===== config.mk =====
export PLATFORM = sky130hd
export DESIGN_NAME = plc_loop_control
export DESIGN_NICKNAME = d
export VERILOG_FILES = /design/src/core/plc_pkg.sv /design/src/core/plc_mon_if.sv /design/src/core/plc_clock_monitor.sv /design/src/core/plc_divider.sv /design/src/core/plc_loop_control.sv
export VERILOG_INCLUDE_DIRS = /design/src /design/src/core
export SDC_FILE = /design/constraint.sdc
export NUM_CORES = 1
export LEC_CHECK = 0
export ABC_AREA = 1
export BUFFER_PORTS_ARGS = -buffer_cell sky130_fd_sc_hd__buf_2
export CELL_PAD_IN_SITES_DETAIL_PLACEMENT = 1
export CELL_PAD_IN_SITES_GLOBAL_PLACEMENT = 1
export CORE_UTILIZATION = 39
export DETAILED_ROUTE_END_ITERATION = 8
export HOLD_SLACK_MARGIN = 0.03
export PLACE_DENSITY_LB_ADDON = 0.15
export SLEW_MARGIN = 20
export SYNTH_ARGS = -nofsm -noshare
export SYNTH_HDL_FRONTEND = slang
export SYNTH_SLANG_ARGS = --single-unit

===== constraint.sdc =====
create_clock -name clock_i -period 1.43 [get_ports clock_i]
set_input_delay 0.286 -clock clock_i [delete_from_list [all_inputs] [get_ports clock_i]]
set_output_delay 0.286 -clock clock_i [all_outputs]
set_load 0.02 [all_outputs]

===== src/core/plc_cfg.svh =====
// Offsets, field positions, reset value and timing counts of the loop control.
`ifndef PLC_CFG_SVH
`define PLC_CFG_SVH

`define PLC_ADDR_W          4
`define PLC_OFF_LOOP_CTL    4'h0
`define PLC_OFF_STATUS      4'h1
`define PLC_BIT_CME         7
`define PLC_BIT_PON         6
`define PLC_BIT_SBW         5
`define PLC_BIT_WFS         4
`define PLC_BIT_RSVD        3
`define PLC_BIT_TPS         2
`define PLC_BIT_WPS         1
`define PLC_BIT_LME         0
`define PLC_RESET_VAL       8'hf1
`define PLC_LOSS_TIME_NS    1600
`define PLC_CLK_PERIOD_NS   50
`define PLC_LOSS_CYCLES     (`PLC_LOSS_TIME_NS / `PLC_CLK_PERIOD_NS)
`define PLC_NEAR_TOL        8'h04

`endif


===== src/core/plc_pkg.sv =====
// Types shared by the loop control block and its helpers.
package plc_pkg;
   typedef enum logic [1:0] {
      PLC_RUN,
      PLC_PSEUDO_STOP,
      PLC_FULL_STOP
   } plc_power_t;
endpackage


===== src/core/plc_mon_if.sv =====
// Carries the clock monitor control and verdict between block and monitor.
interface plc_mon_if;
   logic enable;
   logic edge_seen;
   logic clock_lost;
   modport ctrl (output enable, output edge_seen, input clock_lost);
   modport mon  (input enable, input edge_seen, output clock_lost);
endinterface


===== src/core/plc_clock_monitor.sv =====
// Watchdog counter that flags a slow or stopped oscillator.
`include "plc_cfg.svh"
module plc_clock_monitor #(
   parameter int LOSS_CYCLES = `PLC_LOSS_CYCLES
) (
   input  wire logic clock_i,
   input  wire logic reset_n_i,
   plc_mon_if.mon    mon
);
   logic [15:0] gap_q;

   // Count bus cycles since the last oscillator edge; too long means lost.
   always_ff @(posedge clock_i or negedge reset_n_i) begin
      if (!reset_n_i) begin
         gap_q <= 16'h0000;
      end else if (!mon.enable || mon.edge_seen) begin
         gap_q <= 16'h0000;
      end else if (gap_q != LOSS_CYCLES[15:0]) begin
         gap_q <= gap_q + 16'h0001;
      end
   end

   assign mon.clock_lost = mon.enable && (gap_q == LOSS_CYCLES[15:0]);
endmodule


===== src/core/plc_divider.sv =====
// Free-running divider that can run, freeze or clear, for tick and watchdog.
module plc_divider #(
   parameter int WIDTH = 16
) (
   input  wire logic             clock_i,
   input  wire logic             reset_n_i,
   input  wire logic             run_i,
   input  wire logic             clear_i,
   output logic      [WIDTH-1:0] count_o
);
   // Clear wins over run; a frozen divider simply keeps its count.
   always_ff @(posedge clock_i or negedge reset_n_i) begin
      if (!reset_n_i) begin
         count_o <= '0;
      end else if (clear_i) begin
         count_o <= '0;
      end else if (run_i) begin
         count_o <= count_o + {{(WIDTH-1){1'b0}}, 1'b1};
      end
   end
endmodule


===== src/core/plc_loop_control.sv =====
// Loop control register with clock monitor, limp fallback and stop gating.
//
// Decided for this implementation: the address map and the address-and-strobe port.
`include "plc_cfg.svh"

// Summary of operation
// - Monitor enable frozen while limp active.
// - Enabled monitor catches slow or stopped oscillator.
// - Full stop disables the clock monitor.
// - Power-on bit switches loop; auto locks.
// - Power-on writes ignored while loop clock selected.
// - Limp forces loop on; read shows latch.
// - Self bandwidth picks filter from frequency error.
// - Off-in-wait holds self bandwidth set.
// - Manual mode: wide filter bit picks bandwidth.
// - Tick bit lets timer run in pseudo-stop.
// - Frozen tick dividers keep count, not cleared.
// - Watchdog bit lets watchdog run in pseudo-stop.
// - Frozen watchdog dividers keep count, not cleared.
// - Limp enable write-once normal, free special.
// - Limp enable cannot clear while limp active.
// - Clock loss: reset if limp off, else limp.
// - Register resets to f1.
// - Pseudo-stop keeps oscillator; full stop disables.
module plc_loop_control
   import plc_pkg::*;
#(
   parameter int LOSS_CYCLES = `PLC_LOSS_CYCLES,
   parameter int DIV_WIDTH   = 16
) (
   input  wire logic                   clock_i,
   input  wire logic                   reset_n_i,
   input  wire logic [`PLC_ADDR_W-1:0] addr_i,
   input  wire logic [7:0]             wdata_i,
   input  wire logic                   write_i,
   input  wire logic                   read_i,
   output logic      [7:0]             rdata_o,
   input  wire logic                   special_mode_i,
   input  wire logic                   pll_clock_select_i,
   input  wire logic                   pll_off_in_wait_i,
   input  wire logic                   oscillator_run_in_stop_i,
   input  wire logic                   stop_req_i,
   input  wire logic                   wait_req_i,
   input  wire logic                   tick_stop_in_wait_i,
   input  wire logic                   watchdog_stop_in_wait_i,
   input  wire logic                   osc_edge_i,
   input  wire logic                   limp_exit_i,
   input  wire logic [7:0]             freq_error_i,
   output logic                        pll_enable_o,
   output logic                        high_bandwidth_o,
   output logic                        oscillator_enable_o,
   output logic                        clock_monitor_reset_o,
   output logic                        limp_mode_active_o,
   output logic [DIV_WIDTH-1:0]        tick_count_o,
   output logic [DIV_WIDTH-1:0]        watchdog_count_o
);
   // Register bits, limp bookkeeping, read staging and divider controls.
   logic        clock_monitor_enable_q;
   logic        pll_power_on_q;
   logic        self_bandwidth_q;
   logic        wide_filter_select_q;
   logic        tick_in_pseudostop_q;
   logic        watchdog_in_pseudostop_q;
   logic        limp_mode_enable_q;
   logic        limp_written_q;
   logic        limp_mode_active_q;
   logic        high_bw_q;
   logic        cm_reset_q;
   logic [7:0]  rdata_q;
   logic        osc_s1_q;
   logic        osc_s2_q;
   logic        osc_s3_q;
   logic        ctl_wr;
   logic        clock_loss;
   logic        limp_entry;
   logic        tick_run;
   logic        tick_clear;
   logic        wdog_run;
   logic        wdog_clear;
   logic [7:0]  ctl_image;
   logic [7:0]  status_image;
   plc_power_t  power_state;
   plc_mon_if   mon_bus ();

   // Decode an address into a one-hot hit, shared by read and write paths.
   function automatic logic hit(input logic [`PLC_ADDR_W-1:0] a,
                                input logic [`PLC_ADDR_W-1:0] off);
      hit = (a == off);
   endfunction

   // Write strobe to the loop control word; other addresses take no writes.
   assign ctl_wr = write_i && hit(addr_i, `PLC_OFF_LOOP_CTL);

   // Power state from the stop request and the oscillator run-in-stop level.
   // Stop outranks wait, so a wait request inside stop changes nothing.
   always_comb begin
      if (!stop_req_i) begin
         power_state = PLC_RUN;
      end else if (oscillator_run_in_stop_i) begin
         power_state = PLC_PSEUDO_STOP;
      end else begin
         power_state = PLC_FULL_STOP;
      end
   end

   // The oscillator only stops in full stop.
   assign oscillator_enable_o = (power_state != PLC_FULL_STOP);

   // Clock monitor enable: writes refused while limp mode runs.
   // This keeps software from disarming the monitor that limp relies on.
   always_ff @(posedge clock_i or negedge reset_n_i) begin
      if (!reset_n_i) begin
         clock_monitor_enable_q <= 1'b1;
      end else if (ctl_wr && !limp_mode_active_q) begin
         clock_monitor_enable_q <= wdata_i[`PLC_BIT_CME];
      end
   end

   // Power-on bit: frozen while the loop clock drives the system.
   // Turning the loop off under a running system clock would stall the bus.
   always_ff @(posedge clock_i or negedge reset_n_i) begin
      if (!reset_n_i) begin
         pll_power_on_q <= 1'b1;
      end else if (ctl_wr && !pll_clock_select_i) begin
         pll_power_on_q <= wdata_i[`PLC_BIT_PON];
      end
   end

   // Self bandwidth bit: forced high while off-in-wait is set.
   always_ff @(posedge clock_i or negedge reset_n_i) begin
      if (!reset_n_i) begin
         self_bandwidth_q <= 1'b1;
      end else if (pll_off_in_wait_i) begin
         self_bandwidth_q <= 1'b1;
      end else if (ctl_wr) begin
         self_bandwidth_q <= wdata_i[`PLC_BIT_SBW];
      end
   end

   // Bits writable at any time: filter choice and pseudo-stop run bits.
   always_ff @(posedge clock_i or negedge reset_n_i) begin
      if (!reset_n_i) begin
         wide_filter_select_q     <= 1'b1;
         tick_in_pseudostop_q     <= 1'b0;
         watchdog_in_pseudostop_q <= 1'b0;
      end else if (ctl_wr) begin
         wide_filter_select_q     <= wdata_i[`PLC_BIT_WFS];
         tick_in_pseudostop_q     <= wdata_i[`PLC_BIT_TPS];
         watchdog_in_pseudostop_q <= wdata_i[`PLC_BIT_WPS];
      end
   end

   // Limp enable: one write after reset in normal modes, any in special.
   // Clearing is refused while limp mode is active, but the write still
   // counts as the single permitted one.
   // A clear that meets limp entry on the same edge is refused as well,
   // so limp mode never runs with its enable bit cleared.
   always_ff @(posedge clock_i or negedge reset_n_i) begin
      if (!reset_n_i) begin
         limp_mode_enable_q <= 1'b1;
         limp_written_q     <= 1'b0;
      end else if (ctl_wr && (special_mode_i || !limp_written_q)) begin
         limp_written_q <= 1'b1;
         if (wdata_i[`PLC_BIT_LME]
             || !(limp_mode_active_q || limp_entry)) begin
            limp_mode_enable_q <= wdata_i[`PLC_BIT_LME];
         end
      end
   end

   // Monitor runs only when enabled and the oscillator is not switched off.
   assign mon_bus.enable = clock_monitor_enable_q
                           && (power_state != PLC_FULL_STOP);

   // The oscillator edge comes from another domain; two flops first.
   // The third flop feeds only the edge detector. A false edge right after
   // reset merely restarts the gap count, which is harmless.
   always_ff @(posedge clock_i or negedge reset_n_i) begin
      if (!reset_n_i) begin
         osc_s1_q <= 1'b0;
         osc_s2_q <= 1'b0;
         osc_s3_q <= 1'b0;
      end else begin
         osc_s1_q <= osc_edge_i;
         osc_s2_q <= osc_s1_q;
         osc_s3_q <= osc_s2_q;
      end
   end

   assign mon_bus.edge_seen = osc_s2_q ^ osc_s3_q;

   // The loss limit counts bus cycles, so it must be retuned whenever the
   // bus clock rate changes; a slow oscillator near the limit may slip by.
   plc_clock_monitor #(
      .LOSS_CYCLES (LOSS_CYCLES)
   ) u_monitor (
      .clock_i   (clock_i),
      .reset_n_i (reset_n_i),
      .mon       (mon_bus)
   );

   assign clock_loss = mon_bus.clock_lost;

   // Loss with limp enabled enters limp mode on this very edge.
   assign limp_entry = clock_loss && limp_mode_enable_q;

   // Clock loss enters limp mode when enabled; set wins over exit.
   always_ff @(posedge clock_i or negedge reset_n_i) begin
      if (!reset_n_i) begin
         limp_mode_active_q <= 1'b0;
      end else if (limp_entry) begin
         limp_mode_active_q <= 1'b1;
      end else if (limp_exit_i) begin
         limp_mode_active_q <= 1'b0;
      end
   end

   // Clock loss with limp disabled requests a monitor reset pulse.
   // It stays high while the loss lasts, so the reset logic sees a level.
   always_ff @(posedge clock_i or negedge reset_n_i) begin
      if (!reset_n_i) begin
         cm_reset_q <= 1'b0;
      end else begin
         cm_reset_q <= clock_loss && !limp_mode_enable_q;
      end
   end

   // Bandwidth: automatic from frequency error, else the filter bit.
   // Registered, so the filter choice cannot glitch within a cycle.
   always_ff @(posedge clock_i or negedge reset_n_i) begin
      if (!reset_n_i) begin
         high_bw_q <= 1'b1;
      end else if (self_bandwidth_q) begin
         high_bw_q <= (freq_error_i > `PLC_NEAR_TOL);
      end else begin
         high_bw_q <= wide_filter_select_q;
      end
   end

   // Limp mode overrides a cleared power-on bit: the fallback clock needs
   // the loop alive, while software still reads back its own value.
   assign pll_enable_o = pll_power_on_q || limp_mode_active_q;
   assign high_bandwidth_o      = high_bw_q;
   assign clock_monitor_reset_o = cm_reset_q;
   assign limp_mode_active_o    = limp_mode_active_q;

   // Divider controls. Wait clears a divider only when its stop-in-wait
   // input is set and otherwise lets it count on, as in run. Pseudo-stop
   // never clears: it runs or freezes, so the count survives the nap.
   assign tick_run   = (power_state == PLC_RUN)
                       || (power_state == PLC_PSEUDO_STOP
                           && tick_in_pseudostop_q);
   assign tick_clear = wait_req_i && tick_stop_in_wait_i
                       && (power_state == PLC_RUN);
   assign wdog_run   = (power_state == PLC_RUN)
                       || (power_state == PLC_PSEUDO_STOP
                           && watchdog_in_pseudostop_q);
   assign wdog_clear = wait_req_i && watchdog_stop_in_wait_i
                       && (power_state == PLC_RUN);

   // Tick and watchdog dividers: pseudo-stop freezes unless the divider's run bit is set, wait may clear.
   plc_divider #(
      .WIDTH (DIV_WIDTH)
   ) u_tick (
      .clock_i   (clock_i),
      .reset_n_i (reset_n_i),
      .run_i     (tick_run),
      .clear_i   (tick_clear),
      .count_o   (tick_count_o)
   );

   plc_divider #(
      .WIDTH (DIV_WIDTH)
   ) u_watchdog (
      .clock_i   (clock_i),
      .reset_n_i (reset_n_i),
      .run_i     (wdog_run),
      .clear_i   (wdog_clear),
      .count_o   (watchdog_count_o)
   );

   // Register images as software sees them; the power-on bit shows the
   // latched value even while limp mode holds the loop on.
   assign ctl_image    = {clock_monitor_enable_q, pll_power_on_q,
                          self_bandwidth_q, wide_filter_select_q,
                          1'b0, tick_in_pseudostop_q,
                          watchdog_in_pseudostop_q, limp_mode_enable_q};
   // Status: bit one says the monitor is armed, bit zero limp mode.
   assign status_image = {6'h00, mon_bus.enable, limp_mode_active_q};

   // Read data registered one cycle after the strobe; bit three reads zero.
   always_ff @(posedge clock_i or negedge reset_n_i) begin
      if (!reset_n_i) begin
         rdata_q <= 8'h00;
      end else if (read_i && hit(addr_i, `PLC_OFF_LOOP_CTL)) begin
         rdata_q <= ctl_image;
      end else if (read_i && hit(addr_i, `PLC_OFF_STATUS)) begin
         rdata_q <= status_image;
      end else begin
         rdata_q <= 8'h00;
      end
   end

   assign rdata_o = rdata_q;
endmodule


# Yosys cells after proc, flatten, opt, wreduce, memory -nomap -nowiden
# Cells that the tools add are included.
# totals
out_inout_bits,45
ff_bits,70
wordCells,80
# op_classes
eq_ne,5
addsub,3
reduce_logical,37
bitwise_logic,1
n_lt_le_gt_ge,1
muxes,15
# ops
cell,n
$mux W16,6
$add A16 B1 Y16 const B,3
$eq A16 B6 Y1 const B,1
$logic_and A1 B1 Y1,16
$ne A16 B6 Y1 const B,1
$reduce_bool A2 Y1,5
$gt A8 B3 Y1 const B,1
$mux W8,1
$logic_or A1 B1 Y1,7
$logic_not A1 Y1,6
$mux W2,3
$mux W1,5
$eq A4 B1 Y1 const B,1
$logic_not A4 Y1,1
$eq A2 B1 Y1 const B,1
$logic_not A2 Y1,1
$ne A2 B2 Y1 const B,1
$reduce_and A2 Y1,1
$xor A1 B1 Y1,1

# Depth between registers and ports, before layout
# logic_depth
ltp_word,10
mapped_depth,9

# By module
# Synthesis repeated with hierarchy kept, for this count alone.
# hier_totals
hier_cells,491
area_unflattened_um2,3699.8
# modules_own_cells
module,area_each_um2,cells_per_inst,n_inst
plc_divider,923.4,129,2
plc_clock_monitor,980.9,138,1
plc_loop_control,872.1,95,1

# Worst setup path after synthesis
# No wires, ideal clock.
# synth_timing
kind,register -> register
startpoint,register u_tick.count_o[0]
endpoint,register u_tick.count_o[10]
required_time_ns,1.304
path_buffers,0
period_less_slack_ns,1.459
t_arrival_ns,1.333
stages_incl_launch_ff,9
setup_slack_ns,-0.029
cell_sequence,dfrtp_1 ha_1 nand2_1 nor2_2 nand2_1 nor2_1 nand2_1 nand4_1 o21ai_0
# synth_via
elab_chain_cells,3
# synth_lines
item,line,source
"start, declared",plc_divider.sv:9,output logic [WIDTH-1:0] count_o
"start signal, assigned",plc_divider.sv:18,"count_o <= count_o + {{(WIDTH-1){1'b0}}, 1'b1};"
$add A16 B1 Y16,plc_divider.sv:18,
$mux W16,plc_divider.sv:17,end else if (run_i) begin
$mux W16,plc_divider.sv:15,end else if (clear_i) begin
# Every way passes these cells. The select of a mux whose other input is x is not followed.
# A chain may end at the register's enable or synchronous reset.

# Worst setup path in the final report
# layout_timing
startpoint,register pll_power_on_q
endpoint,output pll_enable_o
# layout_via
elab_chain_cells,1
# layout_lines
item,line,source
"start, declared",plc_loop_control.sv:59,logic pll_power_on_q;
"start signal, assigned",plc_loop_control.sv:125,pll_power_on_q <= wdata_i[`PLC_BIT_PON];
$logic_or A1 B1 Y1,plc_loop_control.sv:242,assign pll_enable_o = pll_power_on_q || limp_mode_active_q;
"end, declared",plc_loop_control.sv:49,"output logic pll_enable_o,"
# Every way passes these cells.

==> metrics.cfg <==
[placement]
place_inst=653
numPortBuffers=76
pre_cts_slack_ns=-0.0759
placed_area_mm2=0.00420
gp_congestion=0.756
post-dp-hpwl_um=6860

[timing]
drv_slew=0
timing.fmax_ghz=0.722
final-setup-viol-count=0
period_needed_ns=1.38
setup_slack_ns=0.0457
finalCritPeriodShare_pct=96.8
final_hold_viol_count=0
whs_ns=0.0466
clock_skew_ns=0.0116
rsz0062_at_grt=true

[clock_network]
clock_latency_ns=0.35
numCtsBuffers=9
htreeDepth=3
cts_tree=yes
clkTransAtPathRegs_ns=0.08
cts_sinks=69
cts.path.max_buffers=2
clockRootBuffer=clkbuf_8

[logic_synthesis]
synth.area.top_cells=dfrtp_1, nand2_1, inv_1, nor2_1, dfstp_2
syn_inst=458
avgSynthCellArea_um2=7.83
synth_area_mm2=0.00359
synth_enable_flop_cells=0
async_reset_ff_share_pct=100
ys_seq_area_share_pct=48.4
netlist.area_leader.share_pct=44.0
synth_ff_type=dfrtp_1
ys_warn_count=0
synth.distinct_cells=37
synth_nets=496
synth_seq_cells=69
synth_top_area_cell=dfrtp_1

[cells_and_area]
antennaDiodeCount=0
drive_gt1_share_pct=31.8
nets=602
instances_no_fill=677
synthToLayoutAreaGrowth_pct=27.7
design_area_mm2=0.00458

[worst_setup_path]
path_max_fanout=3
critPathLaunchType=flop
cp-end-kind=output port
worst-endpoint-arrival_ns=1.10
path_class=flop to output port
cp_data_required_time_ns=1.14

[pwr]
pwr_density_cell_mw_per_mm2=1110
power_mw=5.09
p_leak_nw=2.34
ir_worst_vdd_v=0.000596

[detailed_routing]
ant_nets=0
remaining_drc_errors=5
first_pass_iters=6
vias=3375
viasPerCell=4.99
drt_iter0_markers=104
routed_wl_um=9270
wl_per_cell_um=13.7

[outcome]
status=complete, but fails checks
violations=DRC

[die]
start_util_pct=40.7
die-area_mm2=0.00958
io_pins=79
rows=34
coreArea_mm2=0.00881
die_width_um=97.9
die_h_um=97.9

[global_route]
grt_max_degree=70
track_usage_pct=20.6
grt_pass1_vias=3549
grt_pass1_wl_um=16200
antenna_found_initial=0
grt_overflow=0

[min_path]
hold_class=input port to flop

[job]
maxCapViolations=0

-- where the power goes --
| part | switching, mW | internal, mW | total, mW |
|---|---|---|---|
| clock network | 0.801 | 0.811 | 1.61 |
| logic | 0.663 | 0.482 | 1.14 |
| registers | 0.189 | 2.15 | 2.34 |
| total | 1.65 | 3.44 | 5.09 |
-- sequential cells by signal, indices dropped and copies added (netlist names) --
register	count
u_monitor.gap_q	16
u_tick.count_o	16
u_watchdog.count_o	16
rdata_o	7
clock_monitor_enable_q	1
clock_monitor_reset_o	1
high_bandwidth_o	1
limp_mode_active_o	1
limp_mode_enable_q	1
limp_written_q	1
osc_s1_q	1
osc_s2_q	1
osc_s3_q	1
pll_power_on_q	1
self_bandwidth_q	1
tick_in_pseudostop_q	1
watchdog_in_pseudostop_q	1
wide_filter_select_q	1
-- layout make-up --
class                           count  area [um^2]
Multi-Input combinational cell    316         1660
Tap cell                          108          135
Sequential cell                    69         1740
Clock buffer                        9          124
Timing Repair Buffer               99          582
Fill cell                        1127         4230
Clock inverter                      7         73.8
Inverter                           69          264
-- cell usage in the layout (no fill, tap or decap), types with 6 or more instances in the layout --
master and count:
nor3_1 9, dfrtp_2 6, inv_2 7, buf_4 19
nor2_4 8, nor2_1 56, nor2_2 9, o21ai_0 20
nand3_1 27, dfrtp_1 57, nand4_1 12, a21oi_1 19
inv_1 60, dfstp_2 6, nand2_1 111, clkbuf_8 9
buf_2 75
-- synth_stat cells (3+ instances only) --
cell type  count
dfrtp_1       63
nor2_1        63
nand3_1       28
inv_1         65
nor3_1        10
o21ai_2        3
dfstp_2        6
a21oi_4        3
a21oi_2        4
o21ai_0       20
ha_1           4
nand4_1       12
a21oi_1       19
or2_2          3
nor2_4         3
nand2_1      114
nor2_2         7
o21ai_1        3
-- stage by stage --
stage | utilization, % | setup TNS [ns]
3_3_place_gp | 47.7 | 0
3_5_place_dp | 47.7 | -0.214
2_1_floorplan | - | 0
6_report | 52.0 | 0
4_1_cts | 50.2 | 0
5_1_grt | 52.0 | -0.210
-- path summary, 6_finish.rpt --
path | startpoint | end | slack, ns | cells past startpoint
max | pll_power_on_q | pll_enable_o | 0.05 | 3
min | osc_edge_i | osc_s1_q | 0.05 | 1
max reg2reg | u_tick.count_o[1] | u_tick.count_o[13] | 0.06 | 8
min reg2reg | osc_s1_q | osc_s2_q | 0.35 | 0
max in group asynchronous | reset_n_i | high_bandwidth_o | 0.59 | 3
min in group asynchronous | reset_n_i | u_watchdog.count_o[12] | 0.48 | 3
-- logic make-up after synthesis --
group                    synth area share (%)
buffers and inverters                    8.16
flip-flops                               48.4
adder cells (fa/ha/maj)                  1.40
AND/OR/NAND/NOR                          30.4
XOR/XNOR                                0.733
other                                   0.105
AO/OA/AOI/OAI                            10.9
-- worst max-delay path: stages, from the launching register on --
cell	delay [ns]
dfstp_2	0.53
inv_2	0.04
nand2_1	0.07
buf_6	0.12
-- per-layer routing --
metal / wire, um / vias to the layer above / track usage [%]
li1: - / 1670 / -
met1: 4190 / 1653 / 25.9
met2: 4800 / 46 / 37.2
met3: 232 / 6 / 4.08
met4: 52 / 0 / 3.50
met5: 0 / - / 0
-- what timing repair did --
item / in CTS / in global routing
hold buffers: 1 / 0
gates resized for setup: 5 / 33
setup buffers: 0 / 7
hold endpoints to repair: 63 / 0
endpoints found under the setup margin: 8 / 26
pin swaps: 0 / 9
cloned: 0 / 0
Note: power is estimated with default switching activity, not from simulation.
